<file path="config.mk">
export PLATFORM = sky130hd
export DESIGN_NAME = resq_rail_seq
export DESIGN_NICKNAME = d
export VERILOG_FILES = /design/src/resq_edge_delay.v /design/src/resq_rail_seq.v
export VERILOG_INCLUDE_DIRS = /design/src
export SDC_FILE = /design/constraint.sdc
export NUM_CORES = 1
export LEC_CHECK = 0
export BUFFER_PORTS_ARGS = -buffer_cell sky130_fd_sc_hd__buf_2
export CELL_PAD_IN_SITES_DETAIL_PLACEMENT = 2
export CELL_PAD_IN_SITES_GLOBAL_PLACEMENT = 2
export CORE_MARGIN = 1.5
export CORE_UTILIZATION = 33
export DETAILED_ROUTE_END_ITERATION = 8
export HOLD_SLACK_MARGIN = 0.02
export PLACE_DENSITY = 0.8
export REMOVE_ABC_BUFFERS = 1
export SLEW_MARGIN = 30
export SYNTH_ARGS = -nofsm -noshare
export SYNTH_HDL_FRONTEND = slang
export SYNTH_HIERARCHICAL = 1
export SYNTH_SLANG_ARGS = --single-unit
export TNS_END_PERCENT = 100
</file>
<file path="constraint.sdc">
create_clock -name clk -period 2.7 [get_ports clk]
set_input_delay 0.27 -clock clk [delete_from_list [all_inputs] [get_ports clk]]
set_output_delay 0.27 -clock clk [all_outputs]
set_load 0.005 [all_outputs]
</file>
<file path="src/resq_map.vh">
// Purpose: Register offsets, field positions, reset values and timing counts
//          for the two-rail enable sequencing slice.
// Assumes: 40 MHz core clock, 8-bit configuration registers.
// Notes:   Definitions only.
`ifndef RESQ_MAP_VH
`define RESQ_MAP_VH

// Register offsets
`define RESQ_OFS_CONV_F_CFG_B     8'h17
`define RESQ_OFS_CONV_F_DELAYS    8'h18
`define RESQ_OFS_LSW_A_PG_MASKS   8'h19
`define RESQ_OFS_LSW_A_CFG_B      8'h1a

// Reset values
`define RESQ_RST_CONV_F_CFG_B     8'hc0
`define RESQ_RST_CONV_F_DELAYS    8'h00
`define RESQ_RST_LSW_A_PG_MASKS   8'h00
`define RESQ_RST_LSW_A_CFG_B      8'h00

// Field positions
`define RESQ_BIT_MASK_SWB_FIRST   0
`define RESQ_BIT_MASK_SWB2_LIN1   1
`define RESQ_SRC_LSB              2
`define RESQ_SRC_MSB              4
`define RESQ_BIT_VOLTAGE_STEP     5
`define RESQ_PGSEL_LSB            5
`define RESQ_PGSEL_MSB            6
`define RESQ_ON_DLY_LSB           0
`define RESQ_ON_DLY_MSB           2
`define RESQ_OFF_DLY_LSB          3
`define RESQ_OFF_DLY_MSB          5
`define RESQ_BIT_MASK_CONV_F      5
`define RESQ_BIT_MASK_CONV_E      4
`define RESQ_MASK_LOW_MSB         3
`define RESQ_MASK_LOW_LSB         0
`define RESQ_BIT_MASK_LIN2        6
`define RESQ_BIT_MASK_LIN3        7

// Enable source codes
`define RESQ_SRC_IN1              3'h0
`define RESQ_SRC_IN2              3'h1
`define RESQ_SRC_IN5              3'h2
`define RESQ_SRC_IN4              3'h3
`define RESQ_SRC_IN3              3'h4
`define RESQ_SRC_IN3_AND_IN4      3'h5
`define RESQ_SRC_IN6              3'h6
`define RESQ_SRC_ALWAYS           3'h7

// Timing: one millisecond tick at the core clock
`define RESQ_CLK_HZ               40000000
`define RESQ_TICK_MS              1
`define RESQ_TICK_CYCLES          (`RESQ_CLK_HZ / 1000 * `RESQ_TICK_MS)
`define RESQ_DLY_MS_1             2
`define RESQ_DLY_MS_2             4
`define RESQ_DLY_MS_3             8
`define RESQ_DLY_MS_4             16
`define RESQ_DLY_MS_5             24
`define RESQ_DLY_MS_6             32
`define RESQ_DLY_MS_7             64

`endif

</file>
<file path="src/resq_edge_delay.v">
// Purpose: Delays the rising and falling edges of one rail's enable request.
// Assumes: ms_tick pulses once per millisecond; codes are stable while used.
// Notes:   A new edge restarts the wait; a reversal cancels a pending edge.
`timescale 1ns/10ps
`include "resq_map.vh"

module resq_edge_delay (
	input  wire       clk,
	input  wire       reset_n,
	input  wire       ms_tick,
	input  wire       req,
	input  wire [2:0] on_code,
	input  wire [2:0] off_code,
	output wire       busy,
	output reg        rail_en_q
);

	reg  [6:0] left_q;
	reg  [6:0] left_d;
	reg        rail_en_d;
	reg        req_q;

	// Code to milliseconds, shared by both edges
	function [6:0] resq_code_ms;
		input [2:0] code;
		begin
			case (code)
				3'h1:    resq_code_ms = 7'd`RESQ_DLY_MS_1;
				3'h2:    resq_code_ms = 7'd`RESQ_DLY_MS_2;
				3'h3:    resq_code_ms = 7'd`RESQ_DLY_MS_3;
				3'h4:    resq_code_ms = 7'd`RESQ_DLY_MS_4;
				3'h5:    resq_code_ms = 7'd`RESQ_DLY_MS_5;
				3'h6:    resq_code_ms = 7'd`RESQ_DLY_MS_6;
				3'h7:    resq_code_ms = 7'd`RESQ_DLY_MS_7;
				default: resq_code_ms = 7'd0;
			endcase
		end
	endfunction

	assign busy = (left_q != 7'd0);

	// Edge detection and countdown
	always @* begin
		left_d    = left_q;
		rail_en_d = rail_en_q;
		if (req != req_q) begin
			if (req == rail_en_q) begin
				left_d = 7'd0; // Reversal before expiry cancels
			end else if (req && resq_code_ms(on_code) == 7'd0) begin
				rail_en_d = 1'b1;
			end else if (!req && resq_code_ms(off_code) == 7'd0) begin
				rail_en_d = 1'b0;
			end else begin
				left_d = req ? resq_code_ms(on_code) : resq_code_ms(off_code);
			end
		end else if (left_q != 7'd0 && ms_tick) begin
			left_d = left_q - 7'd1;
			if (left_q == 7'd1) begin
				rail_en_d = req_q;
			end
		end
	end

	always @(posedge clk) begin
		if (!reset_n) begin
			left_q    <= 7'd0;
			rail_en_q <= 1'b0;
			req_q     <= 1'b0;
		end else begin
			left_q    <= left_d;
			rail_en_q <= rail_en_d;
			req_q     <= req;
		end
	end

endmodule

</file>
<file path="src/resq_rail_seq.v">
// Purpose: Enable sequencing for converter rail F and load-switch rail A.
// Assumes: Control inputs and power-good levels arrive asynchronously.
// Notes:   Registers are reached through a simple byte register port.
`timescale 1ns/10ps
`include "resq_map.vh"

// Summary of operation
// - Source codes 000, 001, 010, 011 pick control inputs one, two, five and four.
// - Codes 100, 101, 110, 111 pick input three, three and four, input six, or a constant one.
// - Converter mask bit one set to 0 makes switch-B2/linear-one power good gate the enable.
// - Converter mask bit zero set to 0 makes switch-B first power good gate the enable.
// - The step bit selects 10 mV when 0 and 25 mV when 1 and drives conv_f_voltage_step directly as written.
// - A rising enable waits the on-delay code (0 to 64 ms) before the rail turns on.
// - A falling enable waits the off-delay code, same mapping, before the rail turns off.
// - Load-switch mask bit 7 excludes linear three power good when 1.
// - Load-switch mask bit 6 excludes linear two power good when 1.
// - Load-switch mask bit 4 excludes converter five power good when 1.
// - Load-switch mask bits 3 to 0 exclude converters four to one power good when 1.
// - The load-switch enable source uses the same code table as the converter.
module resq_rail_seq (
	input  wire       clk,
	input  wire       reset_n,
	input  wire [7:0] reg_addr,
	input  wire       reg_wr,
	input  wire [7:0] reg_wdata,
	output reg  [7:0] reg_rdata,
	input  wire       control_input_one,
	input  wire       control_input_two,
	input  wire       control_input_three,
	input  wire       control_input_four,
	input  wire       control_input_five,
	input  wire       control_input_six,
	input  wire [5:0] power_good_conv,
	input  wire       power_good_swb_first,
	input  wire       power_good_swb2_lin1,
	input  wire       power_good_linear_reg_two,
	input  wire       power_good_linear_reg_three,
	output wire       conv_f_enable,
	output wire       conv_f_voltage_step,
	output wire       lsw_a_enable,
	output wire [1:0] lsw_a_pg_threshold,
	output wire       conv_f_pending,
	output wire       lsw_a_pending
);

	// Full-width count first, then cut to the counter width on purpose
	localparam [31:0] TICK_FULL = `RESQ_TICK_CYCLES - 1;
	localparam [16:0] TICK_LAST = TICK_FULL[16:0];

	reg  [7:0]  conv_f_cfg_b_q;
	reg  [7:0]  conv_f_delays_q;
	reg  [7:0]  lsw_a_pg_masks_q;
	reg  [7:0]  lsw_a_cfg_b_q;
	wire [15:0] raw_in;
	wire [15:0] sync_w;
	wire [3:0]  addr_hit;
	reg  [16:0] tick_cnt_q;
	reg         ms_tick_q;
	wire [5:0]  ctl_s;
	wire [5:0]  pg_conv_s;
	wire        pg_switch_b_first_s;
	wire        pg_swb2_s;
	wire        pg_lin2_s;
	wire        pg_lin3_s;
	wire        conv_f_req;
	wire        lsw_a_req;

	// Enable source multiplexer shared by both rails
	function resq_src_sel;
		input [2:0] code;
		input [5:0] ctl;
		begin
			case (code)
				`RESQ_SRC_IN1:         resq_src_sel = ctl[0];
				`RESQ_SRC_IN2:         resq_src_sel = ctl[1];
				`RESQ_SRC_IN5:         resq_src_sel = ctl[4];
				`RESQ_SRC_IN4:         resq_src_sel = ctl[3];
				`RESQ_SRC_IN3:         resq_src_sel = ctl[2];
				`RESQ_SRC_IN3_AND_IN4: resq_src_sel = ctl[2] & ctl[3];
				`RESQ_SRC_IN6:         resq_src_sel = ctl[5];
				`RESQ_SRC_ALWAYS:      resq_src_sel = 1'b1;
				default:               resq_src_sel = 1'b0;
			endcase
		end
	endfunction

	// Offset decode, shared by the write and the read path
	function [3:0] resq_addr_dec;
		input [7:0] addr;
		begin
			case (addr)
				`RESQ_OFS_CONV_F_CFG_B:   resq_addr_dec = 4'h1;
				`RESQ_OFS_CONV_F_DELAYS:  resq_addr_dec = 4'h2;
				`RESQ_OFS_LSW_A_PG_MASKS: resq_addr_dec = 4'h4;
				`RESQ_OFS_LSW_A_CFG_B:    resq_addr_dec = 4'h8;
				default:                  resq_addr_dec = 4'h0;
			endcase
		end
	endfunction

	// Asynchronous pins and power-good levels gathered into one vector
	assign raw_in = {power_good_linear_reg_three,
	                 power_good_linear_reg_two,
	                 power_good_swb2_lin1,
	                 power_good_swb_first,
	                 power_good_conv,
	                 control_input_six,
	                 control_input_five,
	                 control_input_four,
	                 control_input_three,
	                 control_input_two,
	                 control_input_one};

	// Two-stage synchronisers; only the second stage feeds any logic
	genvar gi;
	generate
		for (gi = 0; gi < 16; gi = gi + 1) begin : g_sync
			reg meta_q;
			reg sync_q;
			always @(posedge clk) begin
				if (!reset_n) begin
					meta_q <= 1'b0;
					sync_q <= 1'b0;
				end else begin
					meta_q <= raw_in[gi];
					sync_q <= meta_q;
				end
			end
			assign sync_w[gi] = sync_q;
		end
	endgenerate

	assign ctl_s     = sync_w[5:0];
	assign pg_conv_s = sync_w[11:6];
	assign pg_switch_b_first_s = sync_w[12];
	assign pg_swb2_s = sync_w[13];
	assign pg_lin2_s = sync_w[14];
	assign pg_lin3_s = sync_w[15];

	// One-hot select of the addressed register
	assign addr_hit = resq_addr_dec(reg_addr);

	// Register writes, one decoded strobe per register
	always @(posedge clk) begin
		if (!reset_n) begin
			conv_f_cfg_b_q   <= `RESQ_RST_CONV_F_CFG_B;
			conv_f_delays_q  <= `RESQ_RST_CONV_F_DELAYS;
			lsw_a_pg_masks_q <= `RESQ_RST_LSW_A_PG_MASKS;
			lsw_a_cfg_b_q    <= `RESQ_RST_LSW_A_CFG_B;
		end else if (reg_wr) begin
			if (addr_hit[0]) begin
				conv_f_cfg_b_q <= reg_wdata;
			end
			if (addr_hit[1]) begin
				conv_f_delays_q <= reg_wdata;
			end
			if (addr_hit[2]) begin
				lsw_a_pg_masks_q <= reg_wdata;
			end
			if (addr_hit[3]) begin
				lsw_a_cfg_b_q <= reg_wdata;
			end
		end
	end

	// Registered read data; unmapped offsets read zero
	always @(posedge clk) begin
		if (!reset_n) begin
			reg_rdata <= 8'h00;
		end else begin
			case (addr_hit)
				4'h1:    reg_rdata <= conv_f_cfg_b_q;
				4'h2:    reg_rdata <= conv_f_delays_q;
				4'h4:    reg_rdata <= lsw_a_pg_masks_q;
				4'h8:    reg_rdata <= lsw_a_cfg_b_q;
				default: reg_rdata <= 8'h00;
			endcase
		end
	end

	// Millisecond timebase for the edge delays
	always @(posedge clk) begin
		if (!reset_n) begin
			tick_cnt_q <= 17'd0;
			ms_tick_q  <= 1'b0;
		end else if (tick_cnt_q == TICK_LAST) begin
			tick_cnt_q <= 17'd0;
			ms_tick_q  <= 1'b1;
		end else begin
			tick_cnt_q <= tick_cnt_q + 17'd1;
			ms_tick_q  <= 1'b0;
		end
	end

	// Converter rail F request: source gated by unmasked power good
	assign conv_f_req = resq_src_sel(conv_f_cfg_b_q[`RESQ_SRC_MSB:`RESQ_SRC_LSB], ctl_s)
	                  & (pg_swb2_s | conv_f_cfg_b_q[`RESQ_BIT_MASK_SWB2_LIN1])
	                  & (pg_switch_b_first_s | conv_f_cfg_b_q[`RESQ_BIT_MASK_SWB_FIRST]);

	// Load-switch rail A request: same source table, eight power-good masks
	assign lsw_a_req = resq_src_sel(lsw_a_cfg_b_q[`RESQ_SRC_MSB:`RESQ_SRC_LSB], ctl_s)
	                 & (pg_lin3_s | lsw_a_pg_masks_q[`RESQ_BIT_MASK_LIN3])
	                 & (pg_lin2_s | lsw_a_pg_masks_q[`RESQ_BIT_MASK_LIN2])
	                 & (pg_conv_s[5] | lsw_a_pg_masks_q[`RESQ_BIT_MASK_CONV_F])
	                 & (pg_conv_s[4] | lsw_a_pg_masks_q[`RESQ_BIT_MASK_CONV_E])
	                 & (&(pg_conv_s[3:0]
	                      | lsw_a_pg_masks_q[`RESQ_MASK_LOW_MSB:`RESQ_MASK_LOW_LSB]));

	// Step size is a plain configuration output to the regulator
	assign conv_f_voltage_step = conv_f_cfg_b_q[`RESQ_BIT_VOLTAGE_STEP];
	assign lsw_a_pg_threshold  = lsw_a_cfg_b_q[`RESQ_PGSEL_MSB:`RESQ_PGSEL_LSB];

	// Converter rail F edge delays
	resq_edge_delay u_conv_f_dly (
		.clk       (clk),
		.reset_n   (reset_n),
		.ms_tick   (ms_tick_q),
		.req       (conv_f_req),
		.on_code   (conv_f_delays_q[`RESQ_ON_DLY_MSB:`RESQ_ON_DLY_LSB]),
		.off_code  (conv_f_delays_q[`RESQ_OFF_DLY_MSB:`RESQ_OFF_DLY_LSB]),
		.busy      (conv_f_pending),
		.rail_en_q (conv_f_enable)
	);

	// Load-switch rail A: no delay register in this slice, so zero delay
	resq_edge_delay u_lsw_a_dly (
		.clk       (clk),
		.reset_n   (reset_n),
		.ms_tick   (ms_tick_q),
		.req       (lsw_a_req),
		.on_code   (3'h0),
		.off_code  (3'h0),
		.busy      (lsw_a_pending),
		.rail_en_q (lsw_a_enable)
	);

endmodule

</file>
==> flow_metrics.tcl, run 1 <==
set metrics [dict create \
    cpPeakStageDelay_ns 0.44 \
    cts.clk_slew.worst_paths_ns 0.08 \
    cp_cell_sequence "nor3b_1 -> o21ai_0 -> a2111oi_4 -> buf_4 -> and3b_1 -> o22a_2 -> o311ai_1 -> o31ai_1" \
    firstDrtPassIters 4 \
    place_area_sq_um 5460 \
    setup_viol 0 \
    syn_avg_cell_area_sq_um 8.99 \
    clock-sinks 108 \
    start_util_pct 34.0 \
    drc 0 \
    synth_edf_count 0 \
    max-slew-margin-rel_pct 50.6 \
    synth_seq_cells 108 \
    cts_root_buffer "clkbuf_16" \
    syn_inst 551 \
    fin_crit_sh_pct 97.1 \
    critPathKind "reg2reg" \
    die_y_um 126 \
    nets 668 \
    post_drt_via_cell_ratio 5.38 \
    crit_arrival_ns 2.84 \
    grt_first_pass_wirelength_mm 24.1 \
    p_int_mw 2.36 \
    drtIter0Drc 160 \
    power_density_nw_per_um2 532 \
    pwr-share-comb_pct 4.8 \
    hold_violations 0 \
    grt_util_all_layers_pct 19.1 \
    switching_share_pct 23.6 \
    fin_cells 817 \
    cp.required_ns 2.92 \
    finClkSkew_ns 0.00801 \
    ys_async_sr_fraction_pct 0 \
    pin_count 50 \
    postRouteAntennaNets 0 \
    pwr-share-seq_pct 52.8 \
    fin_ws_ns 0.0770 \
    wl_per_cell_um 18.6 \
    antenna_found_initial 0 \
    synthTopCellsByCount "dfxtp_1 (108), nand2_1 (51), nand3_1 (43)" \
    netlist_area_sq_um 4950 \
    dieArea_sq_um 15800 \
    hpwl_mm 11.2 \
    clockBufferDepth 2 \
    power_leakage_nw 2.12 \
    hp-class "in2reg" \
    status "finished clean" \
    ctsHoldBuffers 0 \
    clkPwrFrac_pct 42.4 \
    start_kind "flip-flop" \
    drt-total-wl_mm 15.2 \
    vias 4399 \
    crit_path_end_kind "flip-flop" \
    synth_largest_area_cell "dfxtp_1" \
    core_area_sq_um 14600 \
    crit_fanout 9 \
    ys.flop_type "dfxtp_1" \
    cts_tree "done" \
    htree_levels 3 \
    layout_min_cycle_time_ns 2.62 \
    gr-total-overflow 0 \
    netlist.area_leader.share_pct 43.6 \
    rsz0062_at_grt "no" \
    crit_slowest_cell "a2111oi_4" \
    cts_buffers 9 \
    area_growth_pct 17.5 \
    grt_pass1_vias 4590 \
    worstMarginPinSlew_ns 0.737 \
    ys_seq_area_share_pct 43.6 \
    port_buffers 49 \
    max_cap_viol_count 0 \
    die_w_um 126 \
    synth.yosys.warnings 6 \
    place_ws_ns 0.102 \
    row_count 44 \
    drive_above_1_share_pct 16.7 \
    place_inst 797 \
    yosysUniqueCellTypes 61 \
    max_freq_mhz 381 \
    drv_slew 0 \
    vdd_ir_drop_max_mv 0.292 \
    num_antenna_cells 0 \
    finish.instance_area_sq_um 5820 \
    p_switching_uw 731 \
    yosys-top-cells-area "dfxtp_1 (44%), and2_1 (4.5%), nand3_1 (4.3%)" \
    grt_max_degree 30 \
    yosysMostFrequentCell "dfxtp_1" \
    insertion_delay_ns 0.35 \
    gp_congestion 0.832 \
]
==> timing repair <==
action,4_1_cts,5_1_grt
gates resized for setup,0,6
setup endpoints to repair,0,12
setup buffers,0,3
==> power groups by stage <==
stage	Clock (mW)	Combinational [mW]	Sequential, mW
after floorplan	0	0.0647	1.66
after global placement	0	0.138	1.67
after detailed placement	0	0.145	1.67
after CTS	1.36	0.146	1.63
after global routing	1.43	0.166	1.64
final	1.31	0.150	1.63
==> cell families after synthesis <==
group | share of synthesized area, %
xor+xnor | 3.84
compound gates | 19.6
simple gates | 26.3
mux | 0.909
buf+inv | 4.29
flops | 43.6
other cells | 0.0757
fa+ha+maj | 1.26
==> per-stage QoR <==
step	TNS, ns	hold WS, ns	utilization (%)	power [mW]
floorplan	-9.52	0.342	-	1.73
global placement	0	0.414	37.4	1.81
detailed placement	0	0.424	37.4	1.82
CTS	0	0.111	39.5	3.14
global route	0	0.113	39.9	3.23
finish	0	0.119	39.9	3.09
==> sequential cells by signal, indices dropped and copies added (netlist names) <==
| signal | flops |
|---|---|
| u_conv_f_dly/req_q | 1 |
| ms_tick_q | 1 |
| u_lsw_a_dly/left_q | 7 |
| u_conv_f_dly/rail_en_q | 1 |
| tick_cnt_q | 17 |
| reg_rdata | 8 |
| lsw_a_cfg_b_q | 8 |
| g_sync.meta_q | 16 |
| g_sync.sync_q | 16 |
| u_lsw_a_dly/req_q | 1 |
| conv_f_delays_q | 8 |
| conv_f_cfg_b_q | 8 |
| u_lsw_a_dly/rail_en_q | 1 |
| lsw_a_pg_masks_q | 8 |
| u_conv_f_dly/left_q | 7 |
==> final timing paths <==
path	from	to	slack, ns	cells past startpoint
max	g_sync[1].sync_q	u_lsw_a_dly/left_q[3]	0.08	8
min	power_good_swb2_lin1	g_sync[13].meta_q	0.12	2
max reg2reg	g_sync[1].sync_q	u_lsw_a_dly/left_q[3]	0.08	8
min reg2reg	g_sync[4].meta_q	g_sync[4].sync_q	0.44	1
==> critical path, delay by kind of cell, from the launching register on <==
family	cells	cell delay (ns)
AO/OA/AOI/OAI	5	1.43
AND/OR/NAND/NOR	2	0.45
flip-flops	1	0.37
buffers and inverters	1	0.25
==> cell type report <==
cell class	instances	area (sq um)
fill	1618	8770
multi-input combinational	431	2720
sequential	108	2160
timing repair buffer	62	347
clock buffer	11	253
tap	184	230
inverter	16	60.1
clock inverter	5	41.3
==> placed cells by master (no fill, tap or decap), drive strengths merged, types with 5 or more instances in the layout <==
cell type,netlist,layout
xor2,5,5
nand4,6,6
nand3,46,46
o31ai,13,13
o311ai,8,8
dfxtp,108,108
nand2b,12,12
nor4b,6,6
o21ai,31,31
buf,13,61
nand2,51,51
clkbuf,13,11
nor3,7,7
nor2,24,24
nor4,8,8
or2,8,8
inv,16,19
a22o,8,8
and2,36,36
a22oi,12,12
ha,5,5
o22ai,9,9
conb,1,31
xnor2,15,15
a21oi,39,39
==> per-layer routing <==
| metal | global-route usage [%] | share of wire [%] | vias to the layer above | wire, um |
|---|---|---|---|---|
| met1 | 24.7 | 46 | 2179 | 6980 |
| met4 | 6.62 | 2.1 | 0 | 313 |
| met2 | 31.9 | 49 | 74 | 7460 |
| met3 | 3.59 | 2.7 | 22 | 415 |
| met5 | 0 | 0 | - | 0 |
| li1 | - | - | 2124 | - |
(Power assumes the default switching activity.)
==> run 2, diff against run 1 <==
ABC_AREA = 1   (was not set)
CORE_UTILIZATION = 29   (was 33)
PLACE_DENSITY = 0.79   (was 0.8)
==> run 2 against run 1 <==
Via count rose by 22%. Sequential cell count did not move. Power rose by 3.1%. Register-to-register slack improved by 0.31 ns. Sequential share of layout area fell by 2.9 points. First-iteration DRC count rose by 43%. Critical path type unchanged. Critical endpoint is now u_lsw_a_dly/left_q[1].
==> flow_metrics.tcl, run 2 <==
set metrics [dict create \
    endpoint "u_lsw_a_dly/left_q[1]" \
    die_y_um 141 \
    hpwl_mm 12.2 \
    clockBufferDepth 2 \
    power.total_mw 3.19 \
    critPathTopFamily "simple AND/OR/NAND/NOR gates" \
    yosysUniqueCellTypes 31 \
    yosysMostFrequentCell "nand2_1" \
    cts.clk_slew.worst_paths_ns 0.07 \
    synthAdderAreaFrac_pct 1.13 \
    r2r-start "lsw_a_cfg_b_q[3]" \
    place_area_sq_um 6000 \
    min_path_cells 3 \
    top_register "tick_cnt_q" \
    dieArea_sq_um 19900 \
    grt_pass1_vias 5730 \
    hold_violations 0 \
    pin_count 50 \
    gp_congestion 0.855 \
    cts_tree "done" \
    worstMarginPinSlew_ns 0.576 \
    area_growth_pct 14.2 \
    rr_worst_depth 12 \
    rsz0062_at_grt "no" \
    wl_per_cell_um 14.5 \
    finClkSkew_ns 0.00683 \
    fin_util_pct 33.7 \
    synth_largest_area_cell "dfxtp_1" \
    vias 5386 \
    finish.instance_area_sq_um 6310 \
    start_util_pct 29.5 \
    cp.depth 12 \
    cp_cell_sequence "inv_1 -> nand2_1 -> nand3_1 -> a21oi_1 -> nor2_1 -> buf_4 -> xnor2_2 -> nand2_1 -> nand2_2 -> nand2_1 -> nand2_1 -> nor2_1" \
    place_ws_ns 0.445 \
    syn_avg_cell_area_sq_um 6.51 \
    crit_fanout 13 \
    power_leakage_nw 3.14 \
    rrSetupSlack_ns 0.39 \
    clock-sinks 108 \
    nets 945 \
    die_w_um 141 \
    postCtsSetupBuffers 0 \
    vdd_ir_drop_max_mv 0.287 \
    crit_path_end_kind "flip-flop" \
    ys_async_sr_fraction_pct 0 \
    crit_slowest_cell "dfxtp_1" \
    synth_edf_count 0 \
    ctsHoldBuffers 0 \
    synth_top_family_by_area "simple AND/OR/NAND/NOR gates" \
    setup_viol 0 \
    firstDrtPassIters 4 \
    grt_first_pass_wirelength_mm 28.2 \
    start_kind "flip-flop" \
    worstPathBufferInverterCount 2 \
    max_cap_viol_count 0 \
    cpPeakStageDelay_ns 0.43 \
    drive_above_1_share_pct 11.5 \
    yosys-top-cells-area "dfxtp_1 (39%), nand2_1 (19%), nor2_1 (9.2%)" \
    cp.required_ns 2.95 \
    fin_crit_sh_pct 85.5 \
    postRouteAntennaNets 0 \
    synth_mux_area_share_pct 0 \
    netlist.area_leader.share_pct 39.1 \
    layout_min_cycle_time_ns 2.31 \
    critPathKind "reg2reg" \
    largest_register_ff_count 17 \
    netlist_area_sq_um 5520 \
    gr-total-overflow 0 \
    syn_inst 849 \
    insertion_delay_ns 0.36 \
    grt_util_all_layers_pct 17.8 \
    synth_seq_cells 108 \
    synth.yosys.warnings 6 \
    reg.largest.list "tick_cnt_q x17, g_sync.meta_q x16, g_sync.sync_q x16" \
    worst_r2r_endpoint "u_lsw_a_dly/left_q[1]" \
    power_density_nw_per_um2 506 \
    drtIter0Drc 228 \
    core_area_sq_um 18700 \
    antenna_found_initial 0 \
    synth-xor-area-share_pct 2.49 \
    drv_slew 0 \
    htree_levels 3 \
    grt_max_degree 45 \
    setup_tns_ns 0 \
    cpMostUsedCell "nand2_1" \
    setup.worst_path.start "lsw_a_cfg_b_q[3]" \
    mostFrequentLayoutCell "nand2_1" \
    row_count 50 \
    synth_compound_area_share_pct 4.10 \
    status "finished clean" \
    cts.repair.resized 0 \
    num_antenna_cells 0 \
    post_drt_via_cell_ratio 4.71 \
    ys.flop_type "dfxtp_1" \
    ys_seq_area_share_pct 39.1 \
    hp-class "in2reg" \
    cts_buffers 9 \
    cts_root_buffer "clkbuf_16" \
    port_buffers 49 \
    synthSimpleGateAreaFrac_pct 42.3 \
    max-slew-margin-rel_pct 61.5 \
    fin_ws_ns 0.392 \
    max_freq_mhz 433 \
    mostFrequentLayoutCells "nand2_1 (274), nor2_1 (135), dfxtp_1 (108)" \
    synthTopCellsByCount "nand2_1 (274), nor2_1 (135), dfxtp_1 (108)" \
    drt-total-wl_mm 16.6 \
    drc 0 \
    crit_arrival_ns 2.56 \
]
[run 2: cell types whose count changed in the layout (fill, tap and decap cells not counted), moves of 9 or more]
| cell | change |
|---|---|
| nor2_1 | +111 |
| nand2_1 | +224 |
| o31ai_1 | -12 |
| a21oi_1 | -9 |
| xnor2_1 | -9 |
| o21ai_0 | -15 |
| nand3_1 | +33 |
| conb_1 | -12 |
| inv_1 | +88 |
| and2_1 | -36 |
| nand2b_1 | -12 |
| a22oi_1 | -12 |
| nand4_1 | +19 |
[run 2: worst min path at each step]
stage / startpoint / end / slack (ns)
after floorplan: reset_n / conv_f_cfg_b_q[6] / 0.35
after global placement: g_sync[7].meta_q / g_sync[7].sync_q / 0.39
after detailed placement: g_sync[2].meta_q / g_sync[2].sync_q / 0.40
after CTS: power_good_swb_first / g_sync[12].meta_q / 0.08
after global routing: control_input_six / g_sync[5].meta_q / 0.1
final: power_good_conv[4] / g_sync[10].meta_q / 0.09
[run 2: kinds of logic (layout without fill, tap and decap cells)]
| group | after synthesis | in the layout |
|---|---|---|
| fa+ha+maj | 5 | 5 |
| other cells | 1 | 19 |
| buf+inv | 136 | 179 |
| flops | 108 | 108 |
| compound gates | 44 | 44 |
| xor+xnor | 14 | 14 |
| simple gates | 541 | 541 |
[run 2: layout make-up]
type / count / area (sq um)
clock buffer: 9 / 225
timing repair buffer: 57 / 318
inverter: 106 / 398
multi-input combinational: 623 / 2830
fill: 2323 / 12400
sequential: 108 / 2160
clock inverter: 7 / 80.1
tap: 234 / 293
[run 2: layer usage]
metal	global-route usage (%)	vias up	wire, um
met5	0	-	0
met2	31.9	52	8200
met1	22.2	2608	7890
met3	2.28	12	323
met4	5.26	0	184
li1	-	2714	-
[run 2: worst register-to-register path: stages (launching register included)]
cell and delay, ns:
dfxtp_1 0.43, inv_1 0.15, nand2_1 0.09, nand3_1 0.07, a21oi_1 0.16, nor2_1 0.07
buf_4 0.19, xnor2_2 0.42, nand2_1 0.19, nand2_2 0.24, nand2_1 0.09, nand2_1 0.07
nor2_1 0.04
[run 2: stage by stage]
step	hold WS, ns	std cells
after floorplan	0.354	837
after global placement	0.393	1128
after detailed placement	0.404	1128
after CTS	0.0807	1144
after global routing	0.0960	1144
final	0.0932	1144
[run 2: report_power, final]
group	internal (mW)	total, mW	switching (mW)
Combinational	0.0517	0.166	0.114
Sequential	1.62	1.63	0.0137
Clock	0.736	1.39	0.656
==> run 3, diff against run 2 <==
RECOVER_POWER = 50   (was not set)
==> run 3 against run 2 <==
Cell area down 0.56%. Wire length decreased by 0.14%. Core utilization is 0.19 points lower. Critical endpoint unchanged.
==> flow_metrics.tcl, run 3 (same netlist as run 2, synthesis figures left out) <==
set metrics [dict create \
    gp_congestion 0.855 \
    dieArea_sq_um 19900 \
    drv_slew 0 \
    pin_count 50 \
    drtIter0Drc 221 \
    postCtsSetupBuffers 0 \
    htree_levels 3 \
    mostFrequentLayoutCell "nand2_1" \
    cts_root_buffer "clkbuf_16" \
    cp_cell_sequence "inv_1 -> nand2_1 -> nand3_1 -> a21oi_1 -> nor2_1 -> buf_4 -> xnor2_2 -> nor2_4 -> nand2_4 -> nand2_2 -> nand2_1 -> nand2_1 -> nor2_1" \
    vias 5380 \
    status "finished clean" \
    power_leakage_nw 3.11 \
    worstMarginPinSlew_ns 1.19 \
    num_antenna_cells 0 \
    row_count 50 \
    cts.clk_slew.worst_paths_ns 0.07 \
    crit_path_end_kind "flip-flop" \
    wl_per_cell_um 14.5 \
    place_area_sq_um 6000 \
    top_register "tick_cnt_q" \
    crit_slowest_cell "dfxtp_1" \
    fillerInstances 2328 \
    postRouteAntennaNets 0 \
    antenna_found_initial 0 \
    crit_arrival_ns 2.63 \
    drt-total-wl_mm 16.6 \
    grt_pass1_vias 5730 \
    hold_violations 0 \
    reg.largest.list "tick_cnt_q x17, g_sync.meta_q x16, g_sync.sync_q x16" \
    fin_crit_sh_pct 86.5 \
    fin_util_pct 33.5 \
    setup_tns_ns 0 \
    cts_tree "done" \
    area_growth_pct 13.6 \
    start_kind "flip-flop" \
    finClkSkew_ns 0.00847 \
    clockBufferDepth 2 \
    cpPeakStageDelay_ns 0.43 \
    max-slew-margin-rel_pct 20.6 \
    firstDrtPassIters 4 \
    insertion_delay_ns 0.36 \
    max_freq_mhz 428 \
    grt_util_all_layers_pct 17.8 \
    cp.required_ns 2.99 \
    port_buffers 49 \
    fin_ws_ns 0.364 \
    finish.instance_area_sq_um 6270 \
    drive_above_1_share_pct 10.5 \
    largest_register_ff_count 17 \
    min_path_cells 3 \
    mostFrequentLayoutCells "nand2_1 (274), nor2_1 (136), dfxtp_1 (108)" \
    cpMostUsedCell "nand2_1" \
    setup_viol 0 \
    nets 945 \
    grt_max_degree 45 \
    power_density_nw_per_um2 508 \
    vdd_ir_drop_max_mv 0.289 \
    drc 0 \
    die_w_um 141 \
    grt_first_pass_wirelength_mm 28.2 \
    hpwl_mm 12.2 \
    post_drt_via_cell_ratio 4.70 \
    start_util_pct 29.5 \
    hp-class "in2reg" \
    layout_min_cycle_time_ns 2.34 \
    critPathKind "reg2reg" \
    ctsHoldBuffers 0 \
    rr_worst_depth 13 \
    die_y_um 141 \
    rsz0062_at_grt "no" \
    whs_ns 0.0912 \
    gr-total-overflow 0 \
    crit_fanout 13 \
    clock-sinks 108 \
    core_area_sq_um 18700 \
    place_ws_ns 0.445 \
    max_cap_viol_count 0 \
    cts_buffers 9 \
    cts.repair.resized 0 \
]
## run 3: layer usage
layer	vias to the layer above	part of all wire [%]	GRT usage [%]	wire, um
met3	12	1.9	2.28	311
met2	47	50	31.9	8210
li1	2711	-	-	-
met4	0	1.2	5.26	197
met1	2610	47	22.2	7850
met5	-	0	0	0
## run 3: cell type report
| class | instances | area (sq um) | share of cell area, % |
|---|---|---|---|
| clock buffers | 9 | 225 | 3.59 |
| clock inverters | 7 | 80.1 | 1.28 |
| inverters | 106 | 398 | 6.34 |
| multi-input cells | 623 | 2820 | 45.0 |
| flip-flops and latches | 108 | 2160 | 34.5 |
| well taps | 234 | 293 | 4.67 |
| repair buffers | 57 | 295 | 4.71 |
## run 3: stage by stage
| stage | cells | total power, mW |
|---|---|---|
| finish | 1144 | 3.19 |
| global route | 1144 | 3.32 |
| CTS | 1144 | 3.24 |
| detailed placement | 1128 | 1.83 |
| global placement | 1128 | 1.83 |
| floorplan | 837 | 1.74 |
## run 3: path summary, 6_finish.rpt
check | from | slack [ns] | end
max | lsw_a_cfg_b_q[3] | 0.36 | u_lsw_a_dly/left_q[1]
min | power_good_conv[4] | 0.09 | g_sync[10].meta_q
max reg2reg | lsw_a_cfg_b_q[3] | 0.36 | u_lsw_a_dly/left_q[1]
min reg2reg | g_sync[14].meta_q | 0.42 | g_sync[14].sync_q
## run 3: critical path: cells and delay by family, from the launching register on
kind                      cells  cell delay (ns)
DFF                           1             0.43
and+or+nand+nor               9             0.92
buffers and inverters         2             0.34
AOI/OAI and AO/OA             1             0.16
xor gates and xnor gates      1             0.42
## run 3: report_power, final
group,internal (mW),total [mW],switching (mW),leakage (nW)
Sequential,1.62,1.63,0.0137,0.877
Combinational,0.0491,0.162,0.113,2.08
Clock,0.736,1.39,0.656,0.149
Total,2.40,3.19,0.783,3.11
